File: config.mk
export PLATFORM = sky130hd
export DESIGN_NAME = bdio_top
export DESIGN_NICKNAME = d
export VERILOG_FILES = /design/src/rtl/bdio_pkg.sv /design/src/rtl/bdio_edge.sv /design/src/rtl/bdio_sync2.sv /design/src/rtl/bdio_top.sv
export SDC_FILE = /design/constraint.sdc
export NUM_CORES = 1
export LEC_CHECK = 0
export BUFFER_PORTS_ARGS = -buffer_cell sky130_fd_sc_hd__buf_4
export CAP_MARGIN = 5
export CELL_PAD_IN_SITES_DETAIL_PLACEMENT = 0
export CELL_PAD_IN_SITES_GLOBAL_PLACEMENT = 1
export CORE_ASPECT_RATIO = 1.1
export CORE_UTILIZATION = 25
export CTS_BUF_LIST = sky130_fd_sc_hd__clkbuf_4
export DETAILED_ROUTE_END_ITERATION = 16
export PLACE_DENSITY_LB_ADDON = 0.2
export SLEW_MARGIN = 20
export SYNTH_ARGS = -nofsm -noshare
export SYNTH_HDL_FRONTEND = slang
export SYNTH_SLANG_ARGS = --single-unit
File: constraint.sdc
create_clock -name hclk -period 9.1 [get_ports hclk]
set_input_delay 1.82 -clock hclk [delete_from_list [all_inputs] [get_ports hclk]]
set_output_delay 1.82 -clock hclk [all_outputs]
set_load 0.02 [all_outputs]
File: src/rtl/bdio_pkg.sv
package bdio_pkg;
    // register byte offsets
    localparam logic [7:0] BDIO_DIR_OFF = 8'h00;
    localparam logic [7:0] BDIO_OUT0_OFF = 8'h04;
    localparam logic [7:0] BDIO_CMD_OFF = 8'h1C;
    localparam logic [7:0] BDIO_STAT_OFF = 8'h20;
    localparam logic [7:0] BDIO_MASK_OFF = 8'h24;
    localparam logic [7:0] BDIO_TRIG_OFF = 8'h28;
    localparam logic [7:0] BDIO_SRC_OFF = 8'h2C;
    localparam logic [7:0] BDIO_IN0_OFF = 8'h30;
    localparam logic [7:0] BDIO_RDBK_OFF = 8'h48;
    // geometry
    localparam int BDIO_NBLK = 6;
    localparam int BDIO_BW = 8;
    localparam logic [2:0] BDIO_IRQ_BLK = 3'h1;
    // reset values
    localparam logic [5:0] BDIO_DIR_RST = 6'h3F;
    localparam logic [7:0] BDIO_OUT_RST = 8'h00;
    localparam logic [15:0] BDIO_TRIG_RST = 16'h0000;
    // command field positions in the command word
    localparam int BDIO_CMD_LINE_LSB = 0;
    localparam int BDIO_CMD_BLK_LSB = 4;
    localparam int BDIO_CMD_OP_LSB = 8;
    localparam int BDIO_CMD_VAL_BIT = 12;
    // single-line command opcodes
    typedef enum logic [3:0] {
        BDIO_OP_NONE = 4'h0,
        BDIO_OP_WRITE = 4'h1,
        BDIO_OP_ON = 4'h2,
        BDIO_OP_OFF = 4'h3,
        BDIO_OP_TOGGLE = 4'h4,
        BDIO_OP_SELECT = 4'h5,
        BDIO_OP_IRQ_EN = 4'h6,
        BDIO_OP_IRQ_DIS = 4'h7
    } bdio_op_t;
    // trigger types
    localparam logic [1:0] BDIO_TRIG_RISE = 2'h0;
    localparam logic [1:0] BDIO_TRIG_FALL = 2'h1;
    localparam logic [1:0] BDIO_TRIG_BOTH = 2'h2;
endpackage : bdio_pkg

File: src/rtl/bdio_edge.sv
`timescale 1ns/10ps
`default_nettype none
// per-line edge detector with selectable trigger type
module bdio_edge (
    input wire logic hclk,
    input wire logic hresetn,
    input wire logic ce,
    input wire logic s,
    input wire logic [1:0] trig,
    output logic hit
);
    import bdio_pkg::*;
    logic prev_r;
    wire rise = s & ~prev_r;
    wire fall = ~s & prev_r;
    assign hit = ((trig == BDIO_TRIG_RISE) & rise) | ((trig == BDIO_TRIG_FALL) & fall) |
                 ((trig == BDIO_TRIG_BOTH) & (rise | fall));
    ////////////////////////////////////////////////////////////////
    // compare successive samples
    always_ff @(posedge hclk or negedge hresetn) begin
        if (!hresetn) begin
            prev_r <= 1'b0;
        end else if (ce) begin
            prev_r <= s;
        end
    end
endmodule : bdio_edge
`default_nettype wire

File: src/rtl/bdio_sync2.sv
`timescale 1ns/10ps
`default_nettype none
// two-flop synchroniser, first stage read only by the second
module bdio_sync2 #(
    parameter int W = 8
) (
    input wire logic hclk,
    input wire logic hresetn,
    input wire logic ce,
    input wire logic [W-1:0] d,
    output logic [W-1:0] q
);
    logic [W-1:0] meta_r;
    ////////////////////////////////////////////////////////////////
    // two stage sync
    always_ff @(posedge hclk or negedge hresetn) begin
        if (!hresetn) begin
            meta_r <= '0;
            q <= '0;
        end else if (ce) begin
            meta_r <= d;
            q <= meta_r;
        end
    end
endmodule : bdio_sync2
`default_nettype wire

File: src/rtl/bdio_top.sv
// Function
// - six blocks of eight lines each
// - direction per block, 0 out 1 in
// - all blocks input after reset
// - single write drives line to value bit
// - block write sets eight lines together
// - force on and force off commands
// - toggle command inverts one line
// - driven line state can be read back
// - only block 1 lines take interrupts
// - trigger rise, fall or both edges
// - any enabled, unmasked edge of input block 1 raises shared interrupt
// - report line index of firing source
// - disable command stops one line's interrupts
//
// Chosen here: the address map and the AHB-Lite slave port.
`timescale 1ns/10ps
`default_nettype none
module bdio_top (
    input wire logic hclk,
    input wire logic hresetn,
    input wire logic ce,
    input wire logic hsel,
    input wire logic [31:0] haddr,
    input wire logic [1:0] htrans,
    input wire logic hwrite,
    input wire logic [2:0] hsize,
    input wire logic [31:0] hwdata,
    input wire logic hready,
    output logic [31:0] hrdata,
    output logic hreadyout,
    output logic hresp,
    input wire logic [47:0] line_in,
    output logic [47:0] line_out,
    output logic [47:0] line_oe,
    output logic irq
);
    import bdio_pkg::*;
    localparam int N = BDIO_NBLK * BDIO_BW;
    // one flat vector for all lines: lane b*8+k is line b*10+k
    // the decimal line number exists only in software's view

    ////////////////////////////////////////////////////////////////
    // state
    // configuration written by software
    logic [5:0] dir_r; // 1 = input block
    logic [N-1:0] out_r; // driven output levels
    // interrupt side, block 1 lines only
    logic [7:0] stat_r; // sticky pending per irq line
    logic [7:0] mask_r; // interrupt mask
    logic [7:0] en_r; // per-line irq enable
    logic [15:0] trig_r; // two bits per irq line
    logic [3:0] src_r; // last firing line, low digit
    logic [3:0] sel_r; // line chosen for readback, low digit
    logic [2:0] selb_r; // block chosen for readback
    // address phase capture
    // kept apart from the register state: bus timing only
    logic wr_pend_r; // write data phase in this cycle
    logic [7:0] waddr_r; // byte offset of that write
    logic [N-1:0] in_s; // synchronised pins

    ////////////////////////////////////////////////////////////////
    // bus decode; always zero wait
    // every register answers at once, so hreadyout is tied high
    // and no error response exists; unmapped offsets read zero
    // hsize is ignored: each access is taken as a whole word
    wire ap_valid = hsel & hready & htrans[1];
    assign hreadyout = 1'b1;
    assign hresp = 1'b0;
    wire wr_now = wr_pend_r & ce;
    wire [31:0] wd = hwdata;
    // write strobes, each already qualified by ce
    wire w_dir = wr_now & (waddr_r == BDIO_DIR_OFF);
    wire w_cmd = wr_now & (waddr_r == BDIO_CMD_OFF);
    wire w_stat = wr_now & (waddr_r == BDIO_STAT_OFF);
    wire w_mask = wr_now & (waddr_r == BDIO_MASK_OFF);
    wire w_trig = wr_now & (waddr_r == BDIO_TRIG_OFF);
    // block output registers sit at OUT0 + 4*blk
    wire [7:0] out_rel = waddr_r - BDIO_OUT0_OFF;
    wire w_blk = wr_now & (waddr_r >= BDIO_OUT0_OFF) & (out_rel[7:2] < 6'(BDIO_NBLK)) &
                 (out_rel[1:0] == 2'h0);
    wire [2:0] w_blk_idx = out_rel[4:2];

    // command word fields
    // digit and block pick one line, op picks the action
    // value bit and trigger field overlap; trigger only counts for enable
    // block numbers 6 and 7 are out of range
    wire [3:0] c_line = wd[BDIO_CMD_LINE_LSB +: 4];
    wire [2:0] c_blk = wd[BDIO_CMD_BLK_LSB +: 3];
    wire [3:0] c_op = wd[BDIO_CMD_OP_LSB +: 4];
    wire c_val = wd[BDIO_CMD_VAL_BIT];
    wire [1:0] c_trig = wd[BDIO_CMD_VAL_BIT +: 2];
    // line index is block*8 + digit; digits 8,9 invalid
    wire c_ok = (c_line < 4'h8) & (c_blk < 3'(BDIO_NBLK));
    wire [5:0] c_pos = 6'({c_blk, c_line[2:0]});
    // write, on, off and toggle commands only act on output blocks
    wire c_outblk = c_ok & ~dir_r[c_blk];
    // interrupt commands valid for block 1 only
    wire c_irqok = c_ok & (c_blk == BDIO_IRQ_BLK);

    ////////////////////////////////////////////////////////////////
    // address phase register
    // the write address is held into its data phase; a frozen
    // cycle keeps a pending write until the clock enable returns
    // waddr_r loads every enabled cycle but only matters with wr_pend_r set
    always_ff @(posedge hclk or negedge hresetn) begin
        if (!hresetn) begin
            wr_pend_r <= 1'b0;
            waddr_r <= 8'h00;
        end else if (ce) begin
            wr_pend_r <= ap_valid & hwrite;
            waddr_r <= haddr[7:0];
        end
    end

    ////////////////////////////////////////////////////////////////
    // direction; reset to input
    // a block turned to input stops driving its pins at once,
    // the pin enable follows on the same edge
    always_ff @(posedge hclk or negedge hresetn) begin
        if (!hresetn) begin
            dir_r <= BDIO_DIR_RST;
        end else if (w_dir) begin
            dir_r <= wd[5:0];
        end
    end

    ////////////////////////////////////////////////////////////////
    // output next value: one command per cycle at most
    // block write and command cannot meet: one bus write per cycle
    // commands to input blocks are dropped, never queued
    logic [N-1:0] out_nxt;
    always_comb begin
        out_nxt = out_r;
        if (w_blk) begin
            out_nxt[w_blk_idx*BDIO_BW +: BDIO_BW] = wd[7:0];
        end else if (w_cmd && c_outblk) begin
            case (bdio_op_t'(c_op))
                BDIO_OP_WRITE: out_nxt[c_pos] = c_val;
                BDIO_OP_ON: out_nxt[c_pos] = 1'b1;
                BDIO_OP_OFF: out_nxt[c_pos] = 1'b0;
                BDIO_OP_TOGGLE: out_nxt[c_pos] = ~out_r[c_pos];
                // select and interrupt ops leave levels alone
                default: out_nxt = out_r;
            endcase
        end
    end

    // output level register, also the readback source
    // levels survive a direction change, so a block turned back
    // to output resumes where it stopped
    always_ff @(posedge hclk or negedge hresetn) begin
        if (!hresetn) begin
            out_r <= {BDIO_NBLK{BDIO_OUT_RST}};
        end else if (ce) begin
            out_r <= out_nxt;
        end
    end

    // pins: enable follows block direction
    // input blocks keep their held level but never drive it
    genvar g;
    generate
        for (g = 0; g < BDIO_NBLK; g++) begin : g_oe
            assign line_oe[g*BDIO_BW +: BDIO_BW] = {BDIO_BW{~dir_r[g]}};
        end
    endgenerate
    assign line_out = out_r;

    ////////////////////////////////////////////////////////////////
    // readback selector, any line of any block
    // the select op picks the line seen at the readback offset;
    // an input block shows its held, undriven level
    always_ff @(posedge hclk or negedge hresetn) begin
        if (!hresetn) begin
            sel_r <= 4'h0;
            selb_r <= 3'h0;
        end else if (w_cmd && c_ok && (bdio_op_t'(c_op) == BDIO_OP_SELECT)) begin
            sel_r <= c_line;
            selb_r <= c_blk;
        end
    end
    // flat lane of the selected line
    wire [5:0] sel_pos = 6'({selb_r, sel_r[2:0]});

    ////////////////////////////////////////////////////////////////
    // interrupt lines: block 1 pins
    // all pins are synchronised so block input reads are safe too;
    // only block 1 lanes feed the edge detectors
    bdio_sync2 #(.W(N)) u_sync (
        .hclk(hclk),
        .hresetn(hresetn),
        .ce(ce),
        .d(line_in),
        .q(in_s)
    );

    // one detector per interrupt-capable line, frozen with ce
    // detector state starts at the idle pin level, low
    logic [7:0] hit;
    generate
        for (g = 0; g < BDIO_BW; g++) begin : g_edge
            bdio_edge u_edge (
                .hclk(hclk),
                .hresetn(hresetn),
                .ce(ce),
                .s(in_s[BDIO_BW + g]),
                .trig(trig_r[2*g +: 2]),
                .hit(hit[g])
            );
        end
    endgenerate

    // only enabled lines of an input block count
    // an output block echoes its own level, so its edges are ignored
    wire [7:0] fire = hit & en_r & {8{dir_r[BDIO_IRQ_BLK]}};

    // lowest firing line reported
    // the others still set their status bits; the loop runs
    // downward so the last match is the lowest digit
    logic [3:0] fire_idx;
    always_comb begin
        fire_idx = 4'h0;
        for (int i = BDIO_BW - 1; i >= 0; i--) begin
            if (fire[i]) begin
                fire_idx = 4'(i);
            end
        end
    end

    ////////////////////////////////////////////////////////////////
    // enables and trigger types
    // an enable command also loads that line's trigger type;
    // trigger code 3 is reserved, so such a command is dropped whole
    always_ff @(posedge hclk or negedge hresetn) begin
        if (!hresetn) begin
            en_r <= 8'h00;
            trig_r <= BDIO_TRIG_RST;
        end else if (ce) begin
            // direct trigger register write
            if (w_trig) begin
                trig_r <= wd[15:0];
            end
            if (w_cmd && c_irqok && (bdio_op_t'(c_op) == BDIO_OP_IRQ_EN) && (c_trig != 2'h3)) begin
                en_r[c_line[2:0]] <= 1'b1;
                trig_r[2*c_line[2:0] +: 2] <= c_trig;
            end else if (w_cmd && c_irqok && (bdio_op_t'(c_op) == BDIO_OP_IRQ_DIS)) begin
                en_r[c_line[2:0]] <= 1'b0;
            end
        end
    end

    ////////////////////////////////////////////////////////////////
    // sticky status; set wins over write-one clear
    // a clear meeting a new edge loses, so no event is missed
    logic [7:0] stat_nxt;
    assign stat_nxt = (stat_r & ~(w_stat ? wd[7:0] : 8'h00)) | fire;

    always_ff @(posedge hclk or negedge hresetn) begin
        if (!hresetn) begin
            stat_r <= 8'h00;
            mask_r <= 8'h00;
            src_r <= 4'h0;
        end else if (ce) begin
            stat_r <= stat_nxt;
            // interrupt mask
            if (w_mask) begin
                mask_r <= wd[7:0];
            end
            if (|fire) begin
                src_r <= fire_idx;
            end
        end
    end

    // one shared level interrupt
    // next status is used so irq rises with its status bit;
    // a mask change shows one cycle after it is written
    always_ff @(posedge hclk or negedge hresetn) begin
        if (!hresetn) begin
            irq <= 1'b0;
        end else if (ce) begin
            irq <= |(stat_nxt & mask_r);
        end
    end

    ////////////////////////////////////////////////////////////////
    // read path
    // read data is formed in the address phase and registered,
    // so it stands for the whole data phase
    wire rd_ap = ap_valid & ~hwrite;
    wire [7:0] ra = haddr[7:0];
    wire [7:0] in_rel = ra - BDIO_IN0_OFF;
    wire [7:0] ro_rel = ra - BDIO_OUT0_OFF;
    wire ra_in = (ra >= BDIO_IN0_OFF) & (in_rel[7:2] < 6'(BDIO_NBLK));
    wire ra_out = (ra >= BDIO_OUT0_OFF) & (ro_rel[7:2] < 6'(BDIO_NBLK));
    logic [31:0] rd_nxt;
    always_comb begin
        // offsets outside every window read as zero
        rd_nxt = 32'h0000_0000;
        if (ra == BDIO_DIR_OFF) begin
            rd_nxt = {26'h0, dir_r};
        end else if (ra == BDIO_STAT_OFF) begin
            rd_nxt = {24'h0, stat_r};
        end else if (ra == BDIO_MASK_OFF) begin
            rd_nxt = {24'h0, mask_r};
        end else if (ra == BDIO_TRIG_OFF) begin
            rd_nxt = {16'h0, trig_r};
        end else if (ra == BDIO_SRC_OFF) begin
            // line number in decimal form: 1x
            rd_nxt = {16'h0, en_r, 4'h1, src_r};
        end else if (ra == BDIO_RDBK_OFF) begin
            rd_nxt = {31'h0, out_r[sel_pos]};
        end else if (ra_out) begin
            rd_nxt = {24'h0, out_r[ro_rel[4:2]*BDIO_BW +: BDIO_BW]};
        end else if (ra_in) begin
            // block input levels, already synchronised
            rd_nxt = {24'h0, in_s[in_rel[4:2]*BDIO_BW +: BDIO_BW]};
        end
    end

    // read data register; holds until the next read
    always_ff @(posedge hclk or negedge hresetn) begin
        if (!hresetn) begin
            hrdata <= 32'h0000_0000;
        end else if (ce && rd_ap) begin
            hrdata <= rd_nxt;
        end
    end
endmodule : bdio_top
`default_nettype wire
## Word-level counts from Yosys, hierarchy flattened

Cells that the tools add are included.

- Word-level logic and storage cells: 270
- Input port bits: 123
- Bits in registers: 250

- $add $sub $neg: 5
- Eq/ne operators: 34
- Mux-type cells: 39
- Shift operators: 6
- Order comparisons: 14
- Bitwise operators: 119
- Reduce and logical (&&, ||, !) cells: 30

Operators by type and width:

| kind | count |
|---|---|
| $pmux W48 S4 | 1 |
| $bwmux W48 | 3 |
| $mux W16 | 8 |
| $mux W48 | 2 |
| $shiftx A48 B7 Y8 | 2 |
| $and A1 B1 Y1 | 58 |
| $eq A8 B6 Y1 const B | 7 |
| $and A48 B48 Y48 | 1 |
| $mux W8 | 6 |
| $not A48 Y48 | 1 |
| $or A48 B48 Y48 | 1 |
| $shift A8 B34 Y48 const A | 1 |
| $shiftx A8 B34 Y48 | 1 |
| $and A8 B8 Y8 | 5 |
| $neg A4 Y34 | 1 |
| $neg A6 Y34 | 1 |
| $shift A2 B34 Y16 const A | 1 |
| $shiftx A2 B34 Y16 | 1 |
| $mux W4 | 7 |
| $not A1 Y1 | 25 |
| $or A1 B1 Y1 | 24 |
| $logic_not A2 Y1 | 9 |
| $lt A6 B3 Y1 const B | 3 |
| $bwmux W16 | 1 |
| 34 further kinds | 77 |

## Depth between registers and ports, before layout

Gate-level depths: netlist (run 1).

- Depth after elaboration: 15
- Mapped depth: 15
- Gate-level depth less buffers: 12

## Hierarchy

Synthesis (run 1) repeated with hierarchy kept, for this count alone.

- Cell total of the unflattened synthesis: 1467
- Area, all modules: 14726.6 µm²

By module, submodules not included:

| module | cells an instance | instances | area an instance (µm²) |
|---|---|---|---|
| bdio_top | 1176 | 1 | 10241.1 |
| bdio_sync2 | 203 | 1 | 3764.9 |
| bdio_edge | 11 | 8 | 90.1 |

## Worst setup path after synthesis (run 1)

No wires, ideal clock.

- Path type: input -> register
- From: in haddr[2]
- To: reg hrdata[2]
- Data arrival time: 4.511 ns
- Path buffers: 4
- Path slack: 4.455 ns
- Cell stages on the path: 13
- Setup time: 0.134 ns
- Required time: 8.966 ns
- Path through: buf_1 -> buf_1 -> inv_1 -> ha_1 -> xor2_1 -> buf_1 -> clkbuf_1 -> mux2i_1 -> o32ai_1 -> o21ai_0 -> o31ai_1 -> nand3_1 -> a21oi_1

- Longest elaborated chain between the ends: 11
- Elaborated cells on any way between the ends: 24
- Those cells by class: 2 x add/sub; 4 x order compare; 5 x eq/ne; 2 x shift; 8 x mux; 2 x bitwise; 1 x reduce/logical

RTL lines:

| what | line | text |
|---|---|---|
| start, declared | bdio_top.sv:24 | `input wire logic [31:0] haddr,` |
| parallel branches: the longest is 10 deep, another holds $sub A8 B6 Y8 | - |  |
| $mux W16 (*) | bdio_top.sv:301 | `if (ra == BDIO_DIR_OFF) begin` |
| end signal, assigned | bdio_top.sv:327 | `hrdata <= rd_nxt;` |
| end, declared | bdio_top.sv:30 | `output logic [31:0] hrdata,` |

Every way passes the cells marked *.
A chain may end at the register's enable or synchronous reset.

## Worst setup path in the final report (run 1)

- From: in hwdata[2]
- To: reg out_r[21] (netlist: line_out[21])

- Longest elaborated chain between the ends: 9
- Elaborated cells on any way between the ends: 24
- Those cells by class: 3 x order compare; 1 x shift; 10 x mux; 6 x bitwise; 4 x reduce/logical

RTL lines:

| what | line | text |
|---|---|---|
| start, declared | bdio_top.sv:28 | `input wire logic [31:0] hwdata,` |
| $lt A6 B7 Y1 (implied by the code) / $ge A6 B1 Y1 (equally long branches) | - |  |
| $logic_and A1 B1 Y1 (implied by the code) | - |  |
| $mux W1 (implied by the code) | - |  |
| $demux W1 S6 | - |  |
| $not A48 Y48 (no line) | - |  |
| $and A48 B48 Y48 (no line) | - |  |
| $pmux W48 S4 | bdio_top.sv:138 | `case (bdio_op_t'(c_op))` |
| $mux W48 | bdio_top.sv:137 | `end else if (w_cmd && c_outblk) begin` |
| $mux W48 | bdio_top.sv:135 | `if (w_blk) begin` |
| end signal, assigned | bdio_top.sv:154 | `out_r <= {BDIO_NBLK{BDIO_OUT_RST}};` |
| end signal, assigned | bdio_top.sv:156 | `out_r <= out_nxt;` |
| end, declared | bdio_top.sv:47 | `logic [N-1:0] out_r;` |

Parallel ways exist; a longest one is shown, timed or not. The select of a mux whose other input is x is not followed.

==> results of run 1 <==
-- power by group through the flow --
stage | Combinational, W | Clock [W] | Sequential [W]
after floorplan | 0.000243 | 0 | 0.00117
after global placement | 0.000398 | 0 | 0.00119
after detailed placement | 0.000402 | 0 | 0.00119
after CTS | 0.000404 | 0.00114 | 0.00117
after global routing | 0.000437 | 0.00120 | 0.00118
final | 0.000398 | 0.00109 | 0.00117
-- state kept, by name (all words and copies together) (netlist names), named ones only --
signal and count:
g_edge.u_edge.prev_r 8, wr_pend_r 1, sel_r 3, u_sync.meta_r 48, irq 1, trig_r 16, dir_r 6, line_out 48
hrdata 16, selb_r 3, u_sync.q 48, stat_r 8, waddr_r 8, src_r 3, mask_r 8
-- metrics by stage --
| step | hold slack, ps | std cells | power (W) |
|---|---|---|---|
| final | 474.9 | 2479 | 0.002661 |
| after CTS | 478.6 | 2478 | 0.002718 |
| after detailed placement | 476.3 | 2351 | 0.001595 |
| after global placement | 476.9 | 2351 | 0.001589 |
| after global routing | 514.0 | 2479 | 0.002818 |
| after floorplan | 449.2 | 1539 | 0.001416 |
-- per-layer routing --
layer | up-vias | GRT usage
met5 | - | 0
met4 | 2 | 0.08195
met3 | 123 | 0.04349
met2 | 456 | 0.3098
met1 | 6416 | 0.2542
li1 | 5854 | -
-- final timing paths --
kind | slack [ps] | startpoint | cells past startpoint | endpoint
worst max-delay path | 4350 | hwdata[2] | 9 | line_out[21]
worst min register to register | 470 | u_sync.meta_r[12] | 2 | u_sync.q[12]
min in group asynchronous | 1090 | hresetn | 1 | trig_r[14]
worst min-delay path | 470 | u_sync.meta_r[12] | 2 | u_sync.q[12]
worst max register to register | 4890 | waddr_r[2] | 11 | line_out[21]
max in group asynchronous | 6410 | hresetn | 2 | hrdata[3]
-- placed cells by master (no fill, tap or decap), types with 5 or more instances in the layout --
| cell type | Yosys | routed |
|---|---|---|
| sky130_fd_sc_hd__buf_4 | 61 | 208 |
| sky130_fd_sc_hd__o31ai_1 | 16 | 16 |
| sky130_fd_sc_hd__nor3_1 | 72 | 71 |
| sky130_fd_sc_hd__inv_1 | 37 | 37 |
| sky130_fd_sc_hd__a21boi_0 | 8 | 8 |
| sky130_fd_sc_hd__nand2_1 | 174 | 174 |
| sky130_fd_sc_hd__or2_2 | 7 | 7 |
| sky130_fd_sc_hd__a221o_1 | 5 | 5 |
| sky130_fd_sc_hd__dfstp_2 | 6 | 6 |
| sky130_fd_sc_hd__nor3b_1 | 7 | 7 |
| sky130_fd_sc_hd__nand2b_1 | 10 | 10 |
| sky130_fd_sc_hd__ha_1 | 34 | 34 |
| sky130_fd_sc_hd__mux2_2 | 127 | 127 |
| sky130_fd_sc_hd__mux4_2 | 29 | 29 |
| sky130_fd_sc_hd__o22ai_1 | 29 | 29 |
| sky130_fd_sc_hd__dfrtp_1 | 227 | 227 |
| sky130_fd_sc_hd__nor4b_1 | 5 | 5 |
| sky130_fd_sc_hd__a21o_1 | 6 | 6 |
| sky130_fd_sc_hd__a31oi_1 | 9 | 9 |
| sky130_fd_sc_hd__or3_1 | 6 | 6 |
| sky130_fd_sc_hd__clkbuf_4 | 0 | 107 |
| sky130_fd_sc_hd__clkinv_1 | 2 | 14 |
| sky130_fd_sc_hd__a22oi_1 | 11 | 11 |
| sky130_fd_sc_hd__and3_1 | 11 | 11 |
| sky130_fd_sc_hd__nand4_1 | 10 | 10 |
| sky130_fd_sc_hd__o21ai_0 | 91 | 91 |
| sky130_fd_sc_hd__o211ai_1 | 9 | 9 |
| sky130_fd_sc_hd__conb_1 | 2 | 18 |
| sky130_fd_sc_hd__a21oi_1 | 93 | 93 |
| sky130_fd_sc_hd__a211oi_1 | 32 | 32 |
| sky130_fd_sc_hd__a221oi_1 | 8 | 8 |
| sky130_fd_sc_hd__nand3_1 | 23 | 23 |
| sky130_fd_sc_hd__xnor2_1 | 5 | 5 |
| sky130_fd_sc_hd__mux2i_1 | 43 | 43 |
| sky130_fd_sc_hd__and4_1 | 5 | 5 |
| sky130_fd_sc_hd__nor2b_1 | 14 | 14 |
| sky130_fd_sc_hd__o21a_1 | 10 | 10 |
| sky130_fd_sc_hd__nor2_1 | 114 | 114 |
-- cell families (layout without fill, tap and decap cells) --
logic type | Yosys count | after routing | share of synthesized area
AO/OA/AOI/OAI | 373 | 373 | 0.1649
flip-flops | 233 | 233 | 0.4024
multiplexers | 199 | 199 | 0.1733
AND/OR/NAND/NOR | 487 | 487 | 0.1599
buffers and inverters | 188 | 375 | 0.06538
adder cells (fa/ha/maj) | 34 | 34 | 0.02933
XOR/XNOR | 7 | 7 | 0.004226
other | 2 | 19 | 0.0005177
-- cell type report --
cell class	instances	share of cell area
multi-input cells	1118	0.4525
flip-flops and latches	233	0.3387
repair buffers	209	0.09146
well taps	752	0.05459
clock buffers	107	0.04660
inverters	39	0.008493
clock inverters	20	0.007549
diodes	1	0.0001452
-- critical path, stage by stage --
cell and delay, ps:
sky130_fd_sc_hd__buf_4 430, sky130_fd_sc_hd__clkinv_1 500, sky130_fd_sc_hd__o2bb2ai_1 580, sky130_fd_sc_hd__a2111oi_0 230, sky130_fd_sc_hd__o2111ai_1 260, sky130_fd_sc_hd__nor3_2 80
sky130_fd_sc_hd__buf_4 230, sky130_fd_sc_hd__nor3_1 1000, sky130_fd_sc_hd__a211oi_1 180
==> run summary, run 1 <==
Final Hold Fails -> 0
cell count after synthesis -> 1,523
run status -> completed
final worst path period need -> 4751 ps
Critical Path Sink Type -> register
count of input and output buffers -> 191
number of storage elements in the synthesis netlist -> 233
number of global-route vias before repair -> 12,620
half-perimeter wire length after detailed placement -> 41.72 mm
cell accounting for the most synthesized area -> sky130_fd_sc_hd__dfrtp_1
highest attainable clock frequency -> 210.5 MHz
final worst slack -> 4349 ps
number of library cell types mapped by synthesis -> 79
wire length on met2 -> 26.75 mm
Pre-Repair DR Iteration Count -> 5
Chip Width -> 231.7 µm
number of antenna violations at the first check in global routing -> 2
register area share after synthesis -> 0.4024
IO Pins -> 254
leakage power total -> 7.311 nW
nets -> 1,832
register share of total power -> 0.441
uppermost routed layer -> met5
clock transition at the registers of the reported paths -> 60 ps
largest voltage drop on the vdd net -> 0.00009622 V
top-area cell type share of the netlist area -> 0.3916
setup tns final -> 0 ps
area of the multi-input gates -> 0.007799 mm²
normalized max-slew margin -> 0.1743
area of all sequential standard cells -> 0.005838 mm²
Pwr Density -> 154.4 mW/mm²
count of synthesis-stage warnings from yosys -> 0
worst setup path class -> in -> reg
final wirelength -> 57.73 mm
sum of routed wire segments on met1 -> 25.44 mm
pre-CTS setup slack -> 3634 ps
global-route wire length before repair -> 84.62 mm
clock tree from TritonCTS -> yes
Gates resized, CTS repair -> 0
Placement Cell Area -> 0.01630 mm²
WP data arrival -> 5340 ps
number of buffers inserted for hold repair after clock tree synthesis -> 0
number of setup buffers added after CTS -> 0
flip-flop cell with the highest count after synthesis -> sky130_fd_sc_hd__dfrtp_1
synthesized area divided by synthesized cell count -> 9.525 µm²
number of buffers on the longest clock path -> 3
Residual DRC -> 0
vias -> 12,850
standard-cell rows -> 92
fin util -> 0.3007
critical path fanouts, max -> 33
min-delay worst type -> reg -> reg
FFs w/ async S/R, synth -> 1.000
post-detailed-route count of antenna-violating nets -> 0
relative contribution of the clock network to total power -> 0.410
die height -> 254.6 µm
top area cells in the synthesized netlist -> sky130_fd_sc_hd__dfrtp_1 (39%), sky130_fd_sc_hd__mux2_2 (9.9%), sky130_fd_sc_hd__mux4_2 (4.5%)
top-count cell post-synth -> sky130_fd_sc_hd__dfrtp_1
overflow left after global routing -> 0
final max-slew violation count -> 0
wire per inst -> 23.29 µm
area of the core region -> 0.05733 mm²
area of the mapped netlist -> 0.01451 mm²
count of flip-flops with a built-in enable after synthesis -> 0
clock network latency to the later pin of the worst-skew pair -> 800 ps
Routability Congestion -> 0.8609
Total Routing Usage GR -> 0.1949
ratio of cells with drive above 1 in the final layout -> 0.2955
number of H-tree levels -> 3
setup skew after layout -> 31.89 ps
required time worst endpoint -> 9690 ps
switching pwr -> 0.0007977 W
clock buffers created by TritonCTS -> 74
clock tree root driver cell -> sky130_fd_sc_hd__clkbuf_4
number of max-cap violations -> 0
pin count of the biggest net entering global routing -> 100
most common library cells after synthesis -> sky130_fd_sc_hd__dfrtp_1 (227), sky130_fd_sc_hd__nand2_1 (174), sky130_fd_sc_hd__mux2_2 (127)
unrepaired setup endpoints after global routing -> false
crit path launch type -> primary input
combinational share of power -> 0.149
Die Footprint -> 0.05899 mm²
amount of wire on met3 after detailed routing -> 3.628 mm
CTS Sinks -> 233
number of vias per cell -> 5.184
number of failing setup endpoints in the final timing report -> 0
starting DRC count in detailed routing -> 1,022
post-route clock period utilization -> 0.5220
post-route cell area -> 0.01724 mm²
Pint -> 0.001864 W
worst slew pin tran -> 1229 ps
number of inserted filler cells in the final layout -> 6,154
net switching fraction of the power -> 0.2997
signed area change from the synthesized netlist to the final layout -> 18.82%
starting density of the core -> 0.2531
Note: power is estimated with default switching activity, not from simulation.
==> run 2, diff against run 1 <==
ABC_AREA = 1   (was not set)
clock period = 4.8 ns   (was 9.1 ns; I/O delays follow)
==> run 2 against run 1 <==
  * Final cell count increased by 50%
  * Die area increased by 16%
  * Clock power increased by 99%
  * Sequential cell count unchanged
  * Via count increased by 38%
  * Global-route usage increased by 1.5 points
  * Sequential power increased by 87%
  * Utilization decreased by 0.49 points
  * Clock-buffer cell count increased by 9
  * Clock skew increased by 60 ps
  * Critical endpoint is now line_out[33]
==> run summary, run 2 <==
number of buffers inserted for hold repair after clock tree synthesis -> 0
Final Hold Fails -> 0
area of the core region -> 0.06639 mm²
top-area cell type share of the netlist area -> 0.3386
final worst slack -> 1090 ps
clock buffers created by TritonCTS -> 77
normalized max-slew margin -> 0.3435
number of max-cap violations -> 0
run status -> completed
top library cells by usage in the layout, fill and taps aside -> sky130_fd_sc_hd__nand2_1 (977), sky130_fd_sc_hd__o21ai_0 (307), sky130_fd_sc_hd__inv_1 (273), sky130_fd_sc_hd__nor2_1 (234), sky130_fd_sc_hd__dfrtp_1 (227)
critical path fanouts, max -> 15
number of setup buffers added after CTS -> 0
count of input and output buffers -> 191
Placement Cell Area -> 0.01863 mm²
ratio of cells with drive above 1 in the final layout -> 0.1357
Pre-Repair DR Iteration Count -> 5
half-perimeter wire length after detailed placement -> 49.34 mm
count of synthesis-stage warnings from yosys -> 0
nets -> 2,970
wire per inst -> 19.35 µm
Pwr Density -> 266.4 mW/mm²
signed area change from the synthesized netlist to the final layout -> 17.04%
starting density of the core -> 0.2527
dominant combinational cell family by area after synthesis -> simple AND/OR/NAND/NOR gates
count of flip-flops with a built-in enable after synthesis -> 0
fraction of synthesized area in multiplexers -> 0.001193
cell count after synthesis -> 2,680
unrepaired setup endpoints after global routing -> false
setup skew after layout -> 92.01 ps
IO Pins -> 254
amount of wire on met3 after detailed routing -> 3.644 mm
Chip Width -> 249.0 µm
overflow left after global routing -> 0
number of global-route vias before repair -> 17,190
number of H-tree levels -> 3
Critical Path Sink Type -> register
number of vias per cell -> 4.755
most common cell after layout, fill and taps aside -> sky130_fd_sc_hd__nand2_1
crit path launch type -> register
die height -> 273.7 µm
CTS Sinks -> 233
final worst path period need -> 3710 ps
pre-CTS setup slack -> 653.4 ps
global-route wire length before repair -> 107.9 mm
pin count of the biggest net entering global routing -> 113
post-synthesis xor/xnor area fraction -> 0.002013
area of the mapped netlist -> 0.01678 mm²
most common library cells after synthesis -> sky130_fd_sc_hd__nand2_1 (977), sky130_fd_sc_hd__o21ai_0 (307), sky130_fd_sc_hd__inv_1 (274)
number of failing setup endpoints in the final timing report -> 0
largest voltage drop on the vdd net -> 0.0001557 V
crit path to -> line_out[33]
clock network latency to the later pin of the worst-skew pair -> 880 ps
vias -> 17,720
number of buffers on the longest clock path -> 3
sum of routed wire segments on met1 -> 31.23 mm
clock tree from TritonCTS -> yes
flip-flop cell with the highest count after synthesis -> sky130_fd_sc_hd__dfrtp_1
Die Footprint -> 0.06816 mm²
required time worst endpoint -> 5540 ps
first element of the critical path -> waddr_r[2]
simple-gate area share of the yosys netlist -> 0.3174
clock transition at the registers of the reported paths -> 70 ps
WP data arrival -> 4450 ps
FFs w/ async S/R, synth -> 1.000
number of storage elements in the synthesis netlist -> 233
worst slew pin tran -> 972.4 ps
top area cells in the synthesized netlist -> sky130_fd_sc_hd__dfrtp_1 (34%), sky130_fd_sc_hd__nand2_1 (22%), sky130_fd_sc_hd__o21ai_0 (9.2%)
starting DRC count in detailed routing -> 1,378
cell accounting for the most synthesized area -> sky130_fd_sc_hd__dfrtp_1
post-route cell area -> 0.01964 mm²
endpoint of the worst-slack reg-to-reg timing path -> line_out[33]
number of antenna violations at the first check in global routing -> 5
final wirelength -> 72.12 mm
Total Routing Usage GR -> 0.2097
Reg2Reg Setup Slack -> 1090 ps
Gates resized, CTS repair -> 0
fraction of the mapped netlist area in compound gates -> 0.1758
Residual DRC -> 0
final max-slew violation count -> 0
leakage power total -> 9.727 nW
Routability Congestion -> 0.8943
clock tree root driver cell -> sky130_fd_sc_hd__clkbuf_4
Worst R2R Start -> waddr_r[2]
top-count cell post-synth -> sky130_fd_sc_hd__nand2_1
standard-cell rows -> 99
min-delay worst type -> in -> async
worst setup path class -> reg -> reg
Post-Synth Adder-Cell Area -> 0.02535
uppermost routed layer -> met5
number of library cell types mapped by synthesis -> 43
number of inserted filler cells in the final layout -> 7,394
wire length on met2 -> 35.39 mm
setup tns final -> 0 ps
synthesized area divided by synthesized cell count -> 6.261 µm²
highest attainable clock frequency -> 269.5 MHz
register area share after synthesis -> 0.3479
post-detailed-route count of antenna-violating nets -> 0
depth of the worst register-to-register path -> 13
post-route clock period utilization -> 0.7730
-- run 2: cell types whose count changed after synthesis, moves of 29 or more --
cell / change
sky130_fd_sc_hd__nor3_1: -37
sky130_fd_sc_hd__a211oi_1: -32
sky130_fd_sc_hd__o21ai_0: +216
sky130_fd_sc_hd__nand3_1: +54
sky130_fd_sc_hd__nand2_1: +803
sky130_fd_sc_hd__nor2_1: +120
sky130_fd_sc_hd__o21ai_1: +35
sky130_fd_sc_hd__inv_1: +237
sky130_fd_sc_hd__mux2_2: -127
sky130_fd_sc_hd__mux4_2: -29
sky130_fd_sc_hd__a21oi_1: +68
sky130_fd_sc_hd__mux2i_1: -41
-- run 2: critical path, stage by stage, from the launching register on --
cell and delay, ps:
sky130_fd_sc_hd__dfrtp_1 450, sky130_fd_sc_hd__inv_1 520, sky130_fd_sc_hd__ha_1 320, sky130_fd_sc_hd__xnor2_2 110
sky130_fd_sc_hd__ha_1 220, sky130_fd_sc_hd__nor2_1 610, sky130_fd_sc_hd__nand3_1 200, sky130_fd_sc_hd__o21ai_2 500
sky130_fd_sc_hd__nand2_1 130, sky130_fd_sc_hd__inv_2 160, sky130_fd_sc_hd__o21ai_0 130, sky130_fd_sc_hd__nor2_1 110
sky130_fd_sc_hd__nand2_1 60, sky130_fd_sc_hd__nand2_1 50
-- run 2: cell families (layout without fill, tap and decap cells) --
group	after synthesis	after routing
buf+inv	490	660
xor+xnor	3	3
simple gates	1351	1351
flops	233	233
compound gates	565	565
mux	2	2
fa+ha+maj	34	34
other cells	2	21
-- run 2: power by group --
| part | leakage, nW | total [W] | internal (W) | switching (W) |
|---|---|---|---|---|
| logic | 6.18 | 0.000863 | 0.000257 | 0.000606 |
| registers | 2.98 | 0.00219 | 0.00211 | 0.0000875 |
| clock network | 0.574 | 0.00217 | 0.00114 | 0.00103 |
| total | 9.73 | 0.00523 | 0.00351 | 0.00172 |
-- run 2: layout make-up --
class                      count  area, µm²  share of cell area
antenna                        3      7.507           0.0003823
clock buffer                 116      870.8             0.04435
clock inverter                16      98.84            0.005033
inverter                     299       1122             0.05715
multi-input combinational   1973       8851              0.4507
sequential                   233       5838              0.2973
tap                          858       1074             0.05467
timing repair buffer         229       1775             0.09041
-- run 2: how the worst min path moves through the flow --
stage	to	slack, ps	depth (start not counted)
final	line_out[43]	140	1
after CTS	line_out[46]	100	1
after floorplan	u_sync.q[35]	440	2
after global placement	u_sync.q[38]	450	2
after global routing	line_out[46]	160	1
after detailed placement	u_sync.q[38]	450	2
-- run 2: per-stage QoR --
step | std cells | hold slack [ps] | power, W | util
floorplan | 2696 | 436.6 | 0.002722 | -
global placement | 3591 | 451.8 | 0.003083 | 0.2806
detailed placement | 3591 | 454.7 | 0.003096 | 0.2806
CTS | 3723 | 96.23 | 0.005346 | 0.2952
global route | 3726 | 162.4 | 0.005549 | 0.2957
finish | 3727 | 139.8 | 0.005232 | 0.2958
-- run 2: layer usage --
layer  track usage  vias up
met5             0        -
met4       0.06790        6
met3       0.03490      129
met2        0.3664      529
met1        0.2619     8330
li1              -     8729
